===== src/asp_defs.vh =====
// constants for the converter serial port
`ifndef ASP_DEFS_VH
`define ASP_DEFS_VH
`define ASP_WORD_BITS   24
`define ASP_CNT_BITS    5
`define ASP_LAST_BIT    5'h17
`define ASP_CTRL_RESET  24'h000000
`define ASP_CNT_ZERO    5'h00
`define ASP_CNT_ONE     5'h01
`define ASP_CNT_FULL    5'h18
`define ASP_SCLK_HALF   8'h0C
`define ASP_SCLK_ZERO   8'h00
`define ASP_SCLK_ONE    8'h01
`define ASP_MSB         23
`define ASP_MIDSCALE    24'h800000
`define ASP_FIFO_DEPTH  8
`define ASP_FIFO_AW     3
`endif


===== src/asp_port.v =====
// serial host port of the converter: control register, result reads, ready flag
`timescale 1ns/100ps
`include "asp_defs.vh"
module asp_port #(
  parameter WIDTH      = `ASP_WORD_BITS,
  parameter FIFO_DEPTH = `ASP_FIFO_DEPTH,
  parameter FIFO_AW    = `ASP_FIFO_AW
) (
  // clock and reset
  clock,
  resetn,
  // frame pins from the host
  receive_frame_sync_n,
  transmit_frame_sync_n,
  register_select,
  // serial clock pin, two-way
  serial_clock_in,
  serial_clock_out,
  serial_clock_oe,
  // serial data pin, two-way
  serial_data_in,
  serial_data_out,
  serial_data_oe,
  // ready flag pin
  result_ready_n,
  // converter core side
  self_clocking,
  bipolar,
  result_valid,
  result_ready,
  result_data,
  cal_done,
  control_word
);
  input  wire             clock;
  input  wire             resetn;
  input  wire             receive_frame_sync_n;
  input  wire             transmit_frame_sync_n;
  input  wire             register_select;
  input  wire             serial_clock_in;
  output reg              serial_clock_out;
  output reg              serial_clock_oe;
  input  wire             serial_data_in;
  output reg              serial_data_out;
  output reg              serial_data_oe;
  output reg              result_ready_n;
  input  wire             self_clocking;
  input  wire             bipolar;
  input  wire             result_valid;
  output wire             result_ready;
  input  wire [WIDTH-1:0] result_data;
  input  wire             cal_done;
  output reg  [WIDTH-1:0] control_word;

  localparam ST_IDLE  = 4'b0001;
  localparam ST_WRITE = 4'b0010;
  localparam ST_READ  = 4'b0100;
  localparam ST_HOLD  = 4'b1000;

  // pin inputs pass two flops before use
  wire rfs_n;
  wire tfs_n;
  wire sel;
  wire sck;
  wire sdi;
  asp_sync #(.RESET_VALUE(1'b1)) u_rfs (.clock(clock), .resetn(resetn), .din(receive_frame_sync_n),
    .dout(rfs_n));
  asp_sync #(.RESET_VALUE(1'b1)) u_tfs (.clock(clock), .resetn(resetn), .din(transmit_frame_sync_n),
    .dout(tfs_n));
  asp_sync #(.RESET_VALUE(1'b0)) u_sel (.clock(clock), .resetn(resetn), .din(register_select),
    .dout(sel));
  asp_sync #(.RESET_VALUE(1'b0)) u_sck (.clock(clock), .resetn(resetn), .din(serial_clock_in),
    .dout(sck));
  asp_sync #(.RESET_VALUE(1'b0)) u_sdi (.clock(clock), .resetn(resetn), .din(serial_data_in),
    .dout(sdi));

  // result words queue here until the host reads them
  wire             fifo_valid;
  reg              fifo_pop;
  wire [WIDTH-1:0] fifo_data;
  asp_fifo #(.WIDTH(WIDTH), .DEPTH(FIFO_DEPTH), .AW(FIFO_AW)) u_fifo (
    .clock     (clock),
    .resetn    (resetn),
    .in_valid  (result_valid),
    .in_ready  (result_ready),
    .in_data   (result_data),
    .out_valid (fifo_valid),
    .out_ready (fifo_pop),
    .out_data  (fifo_data)
  );

  // offset binary flips the sign bit of the two's complement result
  function [WIDTH-1:0] code_word;
    input [WIDTH-1:0] raw;
    input             bip;
    begin
      code_word = bip ? (raw ^ `ASP_MIDSCALE) : raw;
    end
  endfunction

  reg  [3:0]             state;
  reg  [WIDTH-1:0]       shreg;
  reg  [`ASP_CNT_BITS-1:0] bitcnt;
  reg                    sck_prev;
  reg                    gen_clk;
  reg  [7:0]             div;
  reg                    read_data;
  reg                    cal_flag;
  wire                   clk_int;
  wire                   rise;
  wire                   fall;

  // in self-clocking mode our own divided clock times the read bits, and a write frame takes no bits
  assign clk_int = self_clocking ? gen_clk : sck;
  assign rise    = clk_int && !sck_prev;
  assign fall    = !clk_int && sck_prev;

  always @(posedge clock or negedge resetn) begin
    if (!resetn) begin
      state            <= ST_IDLE;
      shreg            <= `ASP_CTRL_RESET;
      bitcnt           <= `ASP_CNT_ZERO;
      sck_prev         <= 1'b0;
      gen_clk          <= 1'b0;
      div              <= `ASP_SCLK_ZERO;
      read_data        <= 1'b0;
      cal_flag         <= 1'b0;
      control_word     <= `ASP_CTRL_RESET;
      serial_clock_out <= 1'b0;
      serial_clock_oe  <= 1'b0;
      serial_data_out  <= 1'b0;
      serial_data_oe   <= 1'b0;
      result_ready_n   <= 1'b1;
      fifo_pop         <= 1'b0;
    end else begin
      fifo_pop <= 1'b0;
      sck_prev <= clk_int;
      // calibration end holds the flag low until a result read takes it
      if (cal_done) begin
        cal_flag <= 1'b1;
      end
      // divider only runs while we own the clock in a read frame
      if (self_clocking && state == ST_READ) begin
        if (div == `ASP_SCLK_HALF) begin
          div     <= `ASP_SCLK_ZERO;
          gen_clk <= !gen_clk;
        end else begin
          div <= div + `ASP_SCLK_ONE;
        end
      end else begin
        div     <= `ASP_SCLK_ZERO;
        gen_clk <= 1'b0;
      end
      serial_clock_out <= gen_clk;
      case (state)
        ST_IDLE: begin
          serial_data_oe  <= 1'b0;
          serial_clock_oe <= 1'b0;
          bitcnt          <= `ASP_CNT_ZERO;
          // ready falls for a queued result or finished calibration
          result_ready_n  <= !(fifo_valid || cal_flag);
          if (!tfs_n) begin
            state <= ST_WRITE;
          end else if (!rfs_n) begin
            if (!sel) begin
              shreg     <= control_word;
              read_data <= 1'b0;
              state     <= ST_READ;
            end else if (!result_ready_n) begin
              // results go out only while ready is low
              shreg     <= fifo_valid ? code_word(fifo_data, bipolar) : `ASP_CTRL_RESET;
              read_data <= 1'b1;
              state     <= ST_READ;
            end
          end
        end
        ST_WRITE: begin
          if (rise && bitcnt != `ASP_CNT_FULL) begin
            shreg  <= {shreg[WIDTH-2:0], sdi};
            bitcnt <= bitcnt + `ASP_CNT_ONE;
          end
          if (tfs_n) begin
            // only a full word reaches the register, extra pulses were dropped
            if (bitcnt == `ASP_CNT_FULL && !sel) begin
              control_word <= shreg;
            end
            state <= ST_IDLE;
          end
        end
        ST_READ: begin
          serial_data_oe  <= 1'b1;
          serial_clock_oe <= self_clocking;
          serial_data_out <= shreg[`ASP_MSB];
          if (fall) begin
            shreg  <= {shreg[WIDTH-2:0], 1'b0};
            bitcnt <= bitcnt + `ASP_CNT_ONE;
            if (bitcnt == `ASP_LAST_BIT) begin
              if (read_data) begin
                result_ready_n <= 1'b1;
                // a calibration end in this very cycle outlives the clear
                cal_flag       <= cal_done;
                fifo_pop       <= fifo_valid;
              end
              state <= ST_HOLD;
            end
          end
          if (rfs_n) begin
            state <= ST_IDLE;
          end
        end
        ST_HOLD: begin
          // word done; release the lines and wait for the frame to close
          serial_data_oe  <= 1'b0;
          serial_clock_oe <= 1'b0;
          if (rfs_n) begin
            state <= ST_IDLE;
          end
        end
        default: begin
          state <= ST_IDLE;
        end
      endcase
    end
  end
endmodule


===== src/asp_sync.v =====
// two flop synchroniser for one level
`timescale 1ns/100ps
`include "asp_defs.vh"
module asp_sync #(
  parameter RESET_VALUE = 1'b1
) (
  // clock and reset
  input  wire clock,
  input  wire resetn,
  // level in and out
  input  wire din,
  output reg  dout
);
  reg stage;
  always @(posedge clock or negedge resetn) begin
    if (!resetn) begin
      stage <= RESET_VALUE;
      dout  <= RESET_VALUE;
    end else begin
      stage <= din;
      dout  <= stage;
    end
  end
endmodule


===== src/asp_fifo.v =====
// result word fifo with valid and ready on both sides
`timescale 1ns/100ps
`include "asp_defs.vh"
module asp_fifo #(
  parameter WIDTH = `ASP_WORD_BITS,
  parameter DEPTH = `ASP_FIFO_DEPTH,
  parameter AW    = `ASP_FIFO_AW
) (
  // clock and reset
  input  wire             clock,
  input  wire             resetn,
  // fill side
  input  wire             in_valid,
  output wire             in_ready,
  input  wire [WIDTH-1:0] in_data,
  // drain side
  output wire             out_valid,
  input  wire             out_ready,
  output wire [WIDTH-1:0] out_data
);
  reg [WIDTH-1:0] mem [0:DEPTH-1];
  reg [AW-1:0]    wr_ptr;
  reg [AW-1:0]    rd_ptr;
  reg [AW:0]      count;
  reg             full_n;
  wire            push;
  wire            pop;
  // ready comes from a flop so the core sees no combinational path back
  assign in_ready  = full_n;
  assign out_valid = (count != {(AW+1){1'b0}});
  assign out_data  = mem[rd_ptr];
  assign push      = in_valid && in_ready;
  assign pop       = out_valid && out_ready;
  always @(posedge clock) begin
    if (push) begin
      mem[wr_ptr] <= in_data;
    end
  end
  always @(posedge clock or negedge resetn) begin
    if (!resetn) begin
      wr_ptr <= {AW{1'b0}};
      rd_ptr <= {AW{1'b0}};
      count  <= {(AW+1){1'b0}};
      full_n <= 1'b1;
    end else begin
      if (push) begin
        wr_ptr <= (wr_ptr == DEPTH[AW-1:0] - 1'b1) ? {AW{1'b0}} : wr_ptr + 1'b1;
      end
      if (pop) begin
        rd_ptr <= (rd_ptr == DEPTH[AW-1:0] - 1'b1) ? {AW{1'b0}} : rd_ptr + 1'b1;
      end
      if (push && !pop) begin
        count <= count + 1'b1;
      end else if (pop && !push) begin
        count <= count - 1'b1;
      end
      // full flag follows the count that this edge leaves behind
      if (push && !pop) begin
        full_n <= (count != DEPTH[AW:0] - 1'b1);
      end else if (pop && !push) begin
        full_n <= 1'b1;
      end
    end
  end
endmodule


===== config.mk =====
export PLATFORM = sky130hd
export DESIGN_NAME = asp_port
export DESIGN_NICKNAME = d
export VERILOG_FILES = /design/src/asp_port.v /design/src/asp_sync.v /design/src/asp_fifo.v
export VERILOG_INCLUDE_DIRS = /design/src
export SDC_FILE = /design/constraint.sdc
export NUM_CORES = 1
export LEC_CHECK = 0
export BUFFER_PORTS_ARGS = -buffer_cell sky130_fd_sc_hd__buf_2
export CAP_MARGIN = 20
export CORE_ASPECT_RATIO = 1.1
export CORE_MARGIN = 8
export CORE_UTILIZATION = 60
export CTS_CLUSTER_SIZE = 10
export DETAILED_ROUTE_END_ITERATION = 10
export PLACE_DENSITY = 0.79
export SYNTH_ARGS = -nofsm -noshare
export SYNTH_HDL_FRONTEND = slang
export SYNTH_SLANG_ARGS = --single-unit

===== constraint.sdc =====
create_clock -name clock -period 3.85 [get_ports clock]
set_input_delay 0.77 -clock clock [delete_from_list [all_inputs] [get_ports clock]]
set_output_delay 0.77 -clock clock [all_outputs]
set_load 0.01 [all_outputs]

After elaboration in Yosys (flattened, before gate mapping)
Memory sizes are Yosys's and may differ from the RTL's. Index checks and enable logic that the tools add are counted.

Register bits after elaboration: 96. Latch bits: 0. Memory bits (writable): 192. ROM bits: 0. Input port bits: 35. Output and inout port bits: 30. Logic and storage cells: 145. Memories: 1.

$add $sub $neg: 6. Multipliers: 0. Div/mod/pow operators: 0. $lt $le $gt $ge: 0. Equal/unequal tests: 26. Shifts and indexed selects: 0. Multiplexer cells: 52. Bitwise operators: 2. Reductions and logical operators: 29.

Memories: u_fifo.mem (words 8, width 24, read ports 1, clocked after Yosys merged registers in 0, write ports 1, RTL line asp_fifo.v:21) `reg [WIDTH-1:0] mem [0:DEPTH-1];`.

Operators by type and width (number): 2-to-1 mux 24 bit (8); case mux 24 bit (3 select lines) (1); 2-to-1 mux 4 bit (11); 2-to-1 mux 1 bit (21); 2-to-1 mux 8 bit (2); case mux 4 bit (4 select lines) (1); case mux 5 bit (3 select lines) (1); AND reduction 6 bit (2); equality test 5 bit (second input constant) (2); 2-to-1 mux 5 bit (2); inequality test 2 x 1 -> 1 bit (second input constant) (5); inequality test 2 bit (second input constant) (5); logical AND 1 bit (9); adder 8 x 1 -> 8 bit (second input constant) (1); equality test 8 x 4 -> 1 bit (second input constant) (1); AND reduction 4 bit (2); zero test 1 bit (7); adder 3 x 1 -> 3 bit (second input constant) (2); equality test 3 bit (second input constant) (2); 2-to-1 mux 3 bit (2); inequality test 3 bit (second input constant) (2); case mux 1 bit (2 select lines) (3); AND reduction 3 bit (2); nonzero test 2 bit (3); 17 further kinds (18).

Longest topological paths before layout
Gate-level depths: netlist of run 1. An unclocked memory read counts as a cell.

Word-level depth: 9. Mapped depth: 10. Depth with buffers taken out: 10.

Cells and area by module
Synthesis of run 1 repeated with hierarchy kept, for this count alone.

Cells, all modules: 677. Area, all modules: 12060.3 um^2.

By module, submodules not included: asp_fifo (times used 1, cells each 344, area each 8086.5 um^2, sequential area each 6042.0 um^2); asp_port (times used 1, cells each 323, area each 3718.6 um^2, sequential area each 1879.3 um^2); asp_sync (u_sck ...) (times used 3, cells each 2, area each 50.0 um^2, sequential area each 50.0 um^2); asp_sync (u_rfs ...) (times used 2, cells each 2, area each 52.6 um^2, sequential area each 52.6 um^2).

Least setup slack after synthesis of run 1
No wires, ideal clock.

Path kind: input -> register. From: input result_valid. To: memory u_fifo.mem[0][0] (netlist bit), enable pin. Library setup time: 0.435 ns. Arrival time: 2.872 ns. Data required time: 3.415 ns. Path slack: 0.543 ns. Stages: 3. Buffers on the path: 0. Cell sequence: nand2_1 > or2_2 > nor3_1.

Word-level cells in the longest chain between the ends: 3.

RTL lines: from (decl) (RTL line asp_port.v:49) `input wire result_valid;`; logical AND 1 bit (RTL line asp_fifo.v:32) `assign push = in_valid && in_ready;`; 2-to-1 mux 1 bit (RTL line asp_fifo.v:35) `if (push) begin`; 2-to-1 mux 1 bit (not written as such) (RTL line asp_fifo.v:36) `mem[wr_ptr] <= in_data;`; to (decl) (RTL line asp_fifo.v:21).

No other way between the ends.

Worst setup path after layout of run 1
From: register u_fifo.count[1]. To: register u_fifo.count[3].

Word-level cells in the longest chain between the ends: 5. Elaborated cells on any way between the ends: 10. Those cells by class: add/sub (2); mux (2); reduce/logical (6).

RTL lines: from (decl) (RTL line asp_fifo.v:24) `reg [AW:0] count;`; from (signal assigned) (RTL line asp_fifo.v:43) `count <= {(AW+1){1'b0}};`; from (signal assigned) (RTL line asp_fifo.v:53) `count <= count + 1'b1;`; from (signal assigned) (RTL line asp_fifo.v:55) `count <= count - 1'b1;`; parallel branches: the longest is 5 deep, another holds subtractor 4 x 1 -> 4 bit.

Several ways; the timed one is not identified. The select of a mux whose other input is x is not followed. A chain may end at the register's enable or synchronous reset.

==> results of run 1 <==
## worst paths after layout
kind,end,cells past startpoint,from,slack [ns]
max,u_fifo.count[3],10,u_fifo.count[1],1.03
min,u_fifo.count[3],1,resetn,0.13
max reg2reg,u_fifo.count[3],10,u_fifo.count[1],1.03
min reg2reg,u_sel.dout,0,u_sel.stage,0.36
max in group asynchronous,u_sdi.dout,3,resetn,2.98
min in group clock,u_sel.dout,0,u_sel.stage,0.36
## where the power goes
part,internal (W),leakage (nW),switching (W),total [W]
logic,0.000448,1.38,0.000760,0.00121
clock network,0.00173,0.481,0.00115,0.00288
registers,0.00383,2.99,0.000281,0.00411
total,0.00601,4.86,0.00220,0.00820
## worst max-delay path: stages, from the launching register on
cell	delay (ns)
dfrtp_1	0.44
or4_1	0.60
nand2_1	0.24
ha_1	0.31
inv_1	0.07
ha_1	0.36
nand3b_1	0.13
a21oi_1	0.08
nor3_1	0.19
o21ai_0	0.13
xnor2_1	0.14
## area by class of cell
type | count | area (um2)
Tap cell | 247 | 309
Sequential cell | 288 | 8180
Timing Repair Buffer | 82 | 490
Multi-Input combinational cell | 387 | 3220
Inverter | 32 | 120
Clock inverter | 2 | 32.5
Fill cell | 1217 | 5770
Clock buffer | 60 | 980
## cell usage in the layout, fill, tap and decap left out, types with 8 or more instances in the layout
cell type    n
xor2_1       8
inv_1       32
nand2_1     68
mux2_2       8
nand3b_1    25
mux4_2      47
nand3_1     28
o21ai_0     68
xnor2_1      8
clkbuf_1    24
dfrtp_1     87
clkbuf_16   35
edfxtp_1   192
ha_1        12
o2111ai_1   22
buf_2       63
buf_4       17
nor2_1      18
## state kept, by name (all words and copies together) (netlist names), 3 cells and up
| name | flops |
|---|---|
| control_word | 24 |
| u_fifo.count | 4 |
| bitcnt | 5 |
| u_fifo.rd_ptr | 3 |
| u_fifo.mem | 192 |
| u_fifo.wr_ptr | 3 |
| shreg | 24 |
| state | 4 |
| div | 8 |
## per-stage QoR
| stage | total power, W | cells |
|---|---|---|
| 3_5_place_dp | 0.00535 | 1035 |
| 3_3_place_gp | 0.00523 | 1035 |
| 5_1_grt | 0.00855 | 1098 |
| 4_1_cts | 0.00825 | 1097 |
| 2_1_floorplan | 0.00489 | 748 |
| 6_report | 0.00820 | 1098 |
## metal layers
layer  GRT usage  routed length, um  vias to the layer above
met2       0.359              12700                      260
met1       0.268               9910                     3409
met5           0                 10                        -
li1            -                  -                     2997
met4      0.0625                565                        2
met3      0.0453               1740                       51
## kinds of logic (layout without fill, tap and decap cells)
group / after synthesis / in the layout / share of synthesized area
flops: 288 / 288 / 0.699
simple gates: 179 / 179 / 0.0805
compound gates: 118 / 118 / 0.0633
buf+inv: 73 / 176 / 0.0273
mux: 62 / 62 / 0.105
xor+xnor: 16 / 16 / 0.0120
fa+ha+maj: 12 / 12 / 0.0128
==> metrics.cfg, run 1 <==
[worst_setup_path]
cp_max_fo=7
arrival_ns=3.20
worstSetupPathType=reg -> reg
setup.worst_path.start_class=register
end_kind=register
cp.required_ns=4.24

[sta]
layout_min_cycle_time_ns=2.82
hold_viol=0
fin_skew_ns=0.0228
fmax_ghz=0.355
finalCritPeriodShare=0.731
tightest_slew_ns=0.807
setup_viol=0
finalSetupTns_ns=0
rsz0062_at_grt=no
relSlewSlack=0.460
fin_hold_ws_ns=0.128
fin_ws_ns=1.03
drv_slew=0

[clocking]
hold_buffers=0
cts_tree=yes
clk_latency_ns=0.51
cts_setup_buffers=0
cts_sinks=288
cts_resized=0
clockRootBuffer=clkbuf_16
path_clk_slew_ns=0.06
htree_levels=2
numCtsBuffers=34
cts_max_path_buffers=3

[route]
postRouteAntennaNets=0
wl_um=24900
drtPass1Iterations=5
via_per_inst=6.12
detail_route.iter0.violations=533
vias=6719
drc=0
wl_per_cell_um=22.7

[layout]
syn2layout_area_growth_pct=14.0
fin_util=0.698
drive_gt1_frac=0.246
nets=872
finish.instance_area_mm2=0.0133
diodes=0

[synthesis]
synth_edf_count=192
synth_ff_type=edfxtp_1
syn-mean-instance-area_um2=15.6
yosysMostFrequentCell=edfxtp_1
yosys_warnings=0
ys_ff_latch=288
syn_area_mm2=0.0117
synthCells=748
synthesis.nets=795
synthTopCellsByArea=edfxtp_1 49%, dfrtp_1 19%, mux4_2 9.1%
synthTopCellsByCount=192 x edfxtp_1, 89 x dfrtp_1, 68 x nand2_1, 68 x o21ai_0, 47 x mux4_2
synth_top_cell_by_area=edfxtp_1
async_flop_share=0.333
ys_seq_area_frac=0.699
synthDominantCellAreaShare=0.493
synth_cell_type_count=51

[grt]
grt_pass1_vias=7036
overflow=0
grt_pass1_wl_um=39000
grt_start_max_net_pins=87
antenna_found_initial=1
grt_usage=0.211

[placed_design]
place_area_mm2=0.0123
place_ws_ns=1.10
port_buffers=64
dp_hpwl_um=14900
place_congestion=0.832

[power]
power_leakage_nw=4.86
max-vdd-ir-drop_uv=382
p_per_area_mw_per_mm2=615

[die]
pin_count=65
core_area_mm2=0.0191
rows=53
start_util=0.612
die_area_mm2=0.0242
die_h_um=162
die_x_um=149

[hold_path]
hp-class=in -> async

[run]
maxCapViolations=0

[outcome]
status=complete, no violations

Note: power is estimated with default switching activity, not from simulation.
==> inputs of run 2 (changes only) <==
Clock period 3.85 ns to 2.95 ns, I/O delays scaled along.
==> run 2 against run 1 <==
Worst setup slack got worse by 0.85 ns; cell area fell by 0.14%; hold slack got worse by 0.0042 ns; critical path depth did not move; sequential cell count did not move; sequential share of layout area rose by 0.087 points; die area did not move; power rose by 30%; non-clock buffer count rose by 1; fmax rose by 1.7%.
==> metrics.cfg, run 2 (same netlist as run 1, synthesis figures left out) <==
[power]
p_total_w=0.0107
net-switching-power_w=0.00284
swShare=0.266
p_per_area_mw_per_mm2=801
pwr-share-seq=0.505
p_int_w=0.00782
max-vdd-ir-drop_uv=525
p_comb_frac=0.150
power_frac_clock=0.346
power_leakage_nw=4.85

[clocking]
cts_sinks=288
cts_max_path_buffers=3
hold_buffers=0
path_clk_slew_ns=0.06
htree_levels=2
cts_setup_buffers=0
clockRootBuffer=clkbuf_16
cts_tree=yes
cts_resized=0
numCtsBuffers=34
clk_latency_ns=0.49

[route]
postRouteAntennaNets=0
drtPass1Iterations=5
via_per_inst=6.20
drc=0
detail_route.iter0.violations=512
wl_per_cell_um=22.4
vias=6813
wl_um=24600

[worst_setup_path]
worstSetupPathType=reg -> reg
end_kind=register
arrival_ns=3.13
cp_max_fo=7
setup.worst_path.start_class=register
cp.required_ns=3.31

[grt]
grt_pass1_vias=7009
grt_pass1_wl_um=38400
antenna_found_initial=2
overflow=0
grt_usage=0.206
grt_start_max_net_pins=51

[sta]
fin_skew_ns=0.0135
fin_hold_ws_ns=0.124
layout_min_cycle_time_ns=2.77
rsz0062_at_grt=no
finalCritPeriodShare=0.939
tightest_slew_ns=0.965
relSlewSlack=0.357
fin_ws_ns=0.180
finalSetupTns_ns=0
hold_viol=0
drv_slew=0
setup_viol=0
fmax_ghz=0.361

[placed_design]
place_ws_ns=0.245
port_buffers=64
placed_cells_incl_taps=1037
dp_hpwl_um=14300
place_congestion=0.804

[hold_path]
hp-class=in -> async

[layout]
reg_top3=u_fifo.mem: 192 flops, control_word: 24 flops, shreg: 24 flops
nets=873
drive_gt1_frac=0.244
syn2layout_area_growth_pct=13.9
most-common-layout-cells=192 x edfxtp_1, 87 x dfrtp_1, 68 x nand2_1, 68 x o21ai_0, 63 x buf_2
largest_register_ffs=192
top_register=u_fifo.mem
fin_cells=1099
final_common_cell=edfxtp_1

[die]
die_area_mm2=0.0242
die_x_um=149
start_util=0.612
rows=53
die_h_um=162
pin_count=65
core_area_mm2=0.0191

[run]
maxCapViolations=0

[outcome]
status=complete, no violations

[run 2: changes by cell type in the layout (fill, tap and decap cells not counted), sizes merged]
cell,before,now
clkinv,2,0
buf,82,83
inv,32,33
diode,0,1
[run 2: area by class of cell]
class	count	area (um2)
fillers	1204	5790
clock inverters	1	8.76
multi-input cells	387	3230
well taps	247	309
repair buffers	83	490
clock buffers	60	970
flip-flops and latches	288	8180
diodes	1	2.50
inverters	32	120
[run 2: final timing paths]
check | start | end | slack, ns | cells after the start
min in group clock | receive_frame_sync_n | u_rfs.stage | 0.20 | 1
worst max register to register | u_fifo.count[1] | u_fifo.count[3] | 0.18 | 10
worst min register to register | u_rfs.stage | u_rfs.dout | 0.35 | 0
max in group asynchronous | resetn | u_rfs.stage | 2.10 | 2
worst max-delay path | u_fifo.count[1] | u_fifo.count[3] | 0.18 | 10
worst min-delay path | resetn | u_fifo.wr_ptr[2] | 0.12 | 1
[run 2: power by group through the flow]
stage               Combinational, W  Sequential, W  Clock [W]
finish                       0.00159        0.00538    0.00369
CTS                          0.00159        0.00537    0.00374
floorplan                    0.00109        0.00530          0
global placement             0.00150        0.00537          0
detailed placement           0.00158        0.00543          0
global route                 0.00175        0.00543    0.00391
[run 2: layer usage]
layer  routed length, um  GRT usage
met5                  10          0
met3                1640     0.0442
met1               10000      0.263
met4                 768     0.0850
met2               12200      0.338
[run 2: critical path, stage by stage, from the launching register on]
cell,delay [ns]
dfrtp_1,0.45
or4_1,0.58
nand2_1,0.22
ha_1,0.29
inv_1,0.07
ha_1,0.35
nand3b_1,0.12
a21oi_1,0.08
nor3_1,0.19
o21ai_0,0.14
xnor2_1,0.15
[run 2: per-stage QoR]
| step | cell area (um2) | util |
|---|---|---|
| 2_1_floorplan | 11700 | - |
| 3_3_place_gp | 12300 | 0.646 |
| 3_5_place_dp | 12300 | 0.646 |
| 4_1_cts | 13300 | 0.697 |
| 5_1_grt | 13300 | 0.697 |
| 6_report | 13300 | 0.697 |
==> inputs of run 3 (changes only) <==
Settings changed: CTS_BUF_LIST set to sky130_fd_sc_hd__clkbuf_8 sky130_fd_sc_hd__clkbuf_16.
==> run 3 against run 2 <==
Sequential power barely moved; wire length about the same; worst setup slack worse by 0.0086 ns; critical endpoint unchanged; highest routed layer unchanged.
==> metrics.cfg, run 3 (same netlist as run 1, synthesis figures left out) <==
[sta]
hold_viol=0
rsz0062_at_grt=no
fin_skew_ns=0.0131
drv_slew=0
relSlewSlack=0.354
fmax_ghz=0.360
fin_hold_ws_ns=0.124
layout_min_cycle_time_ns=2.78
finalSetupTns_ns=0
finalCritPeriodShare=0.942
tightest_slew_ns=0.967
setup_viol=0
fin_ws_ns=0.172

[worst_setup_path]
reg2reg_depth=10
cp_max_fo=7
reg2reg_from=u_fifo.count[1]
end_kind=register
setup.worst_path.start_class=register
r2r_slack_ns=0.17
startpoint=u_fifo.count[1]
arrival_ns=3.14
r2r-end=u_fifo.count[3]
worstSetupPathType=reg -> reg
cp.required_ns=3.31

[power]
power_leakage_nw=4.95
max-vdd-ir-drop_uv=527
p_per_area_mw_per_mm2=794
p_total_w=0.0106

[clocking]
path_clk_slew_ns=0.06
cts_resized=0
cts_max_path_buffers=3
numCtsBuffers=34
htree_levels=2
clk_latency_ns=0.49
cts_setup_buffers=0
cts_sinks=288
hold_buffers=0
cts_tree=yes
clockRootBuffer=clkbuf_16

[placed_design]
place_ws_ns=0.245
dp_hpwl_um=14300
port_buffers=64
place_congestion=0.804

[die]
die_area_mm2=0.0242
start_util=0.612
die_x_um=149
rows=53
die_h_um=162
core_area_mm2=0.0191
pin_count=65

[route]
vias=6809
drtPass1Iterations=4
wl_per_cell_um=22.4
wl_um=24600
via_per_inst=6.20
postRouteAntennaNets=0
detail_route.iter0.violations=498
drc=0

[layout]
final_common_cell=edfxtp_1
syn2layout_area_growth_pct=13.9
nets=873
largest_register_ffs=192
reg_top3=u_fifo.mem: 192 flops, control_word: 24 flops, shreg: 24 flops
most-common-layout-cells=192 x edfxtp_1, 87 x dfrtp_1, 68 x nand2_1, 68 x o21ai_0, 63 x buf_2
drive_gt1_frac=0.244
top_register=u_fifo.mem

[grt]
overflow=0
grt_start_max_net_pins=51
grt_pass1_wl_um=38400
grt_usage=0.206
antenna_found_initial=2
grt_pass1_vias=7010

[run]
maxCapViolations=0

[outcome]
status=complete, no violations

[hold_path]
hp-class=in -> async

[run 3: changes by cell type in the layout (fill, tap and decap cells not counted), sizes merged]
cell / change
inv: +25
clkbuf: -25
[run 3: where the power goes]
part / internal, W / total, W / leakage, nW / switching [W]
logic: 0.000602 / 0.00159 / 1.39 / 0.000990
clock network: 0.00213 / 0.00360 / 0.569 / 0.00148
registers: 0.00500 / 0.00538 / 2.99 / 0.000376
total: 0.00773 / 0.0106 / 4.95 / 0.00284
[run 3: layer usage]
| layer | up-vias | wire length (um) | global-route usage |
|---|---|---|---|
| met5 | - | 10 | 0 |
| li1 | 3010 | - | - |
| met2 | 255 | 12300 | 0.338 |
| met1 | 3474 | 9940 | 0.263 |
| met4 | 2 | 721 | 0.0850 |
| met3 | 68 | 1650 | 0.0442 |
[run 3: critical path, stage by stage (launching register included)]
cell and delay [ns]:
dfrtp_1 0.44, or4_1 0.58, nand2_1 0.22, ha_1 0.29, inv_1 0.07, ha_1 0.35
nand3b_1 0.13, a21oi_1 0.08, nor3_1 0.19, o21ai_0 0.14, xnor2_1 0.15
[run 3: worst max path at each step]
| stage | to | depth (start not counted) |
|---|---|---|
| detailed placement | u_fifo.count[3] | 10 |
| finish | u_fifo.count[3] | 10 |
| global route | u_fifo.count[3] | 10 |
| global placement | u_fifo.count[3] | 10 |
| floorplan | u_fifo.mem[4][0] | 3 |
| CTS | u_fifo.count[3] | 10 |
[run 3: per-stage QoR]
stage,util,cells,area (um2)
floorplan,-,748,11700
global placement,0.646,1037,12300
detailed placement,0.646,1037,12300
CTS,0.697,1098,13300
global route,0.697,1099,13300
finish,0.697,1099,13300
[run 3: cell type report]
cell class	instances	area, um2
Clock inverter	26	103
Tap cell	247	309
Multi-Input combinational cell	387	3230
Inverter	32	120
Timing Repair Buffer	83	490
Fill cell	1204	5790
Sequential cell	288	8180
Antenna cell	1	2.50
Clock buffer	35	876
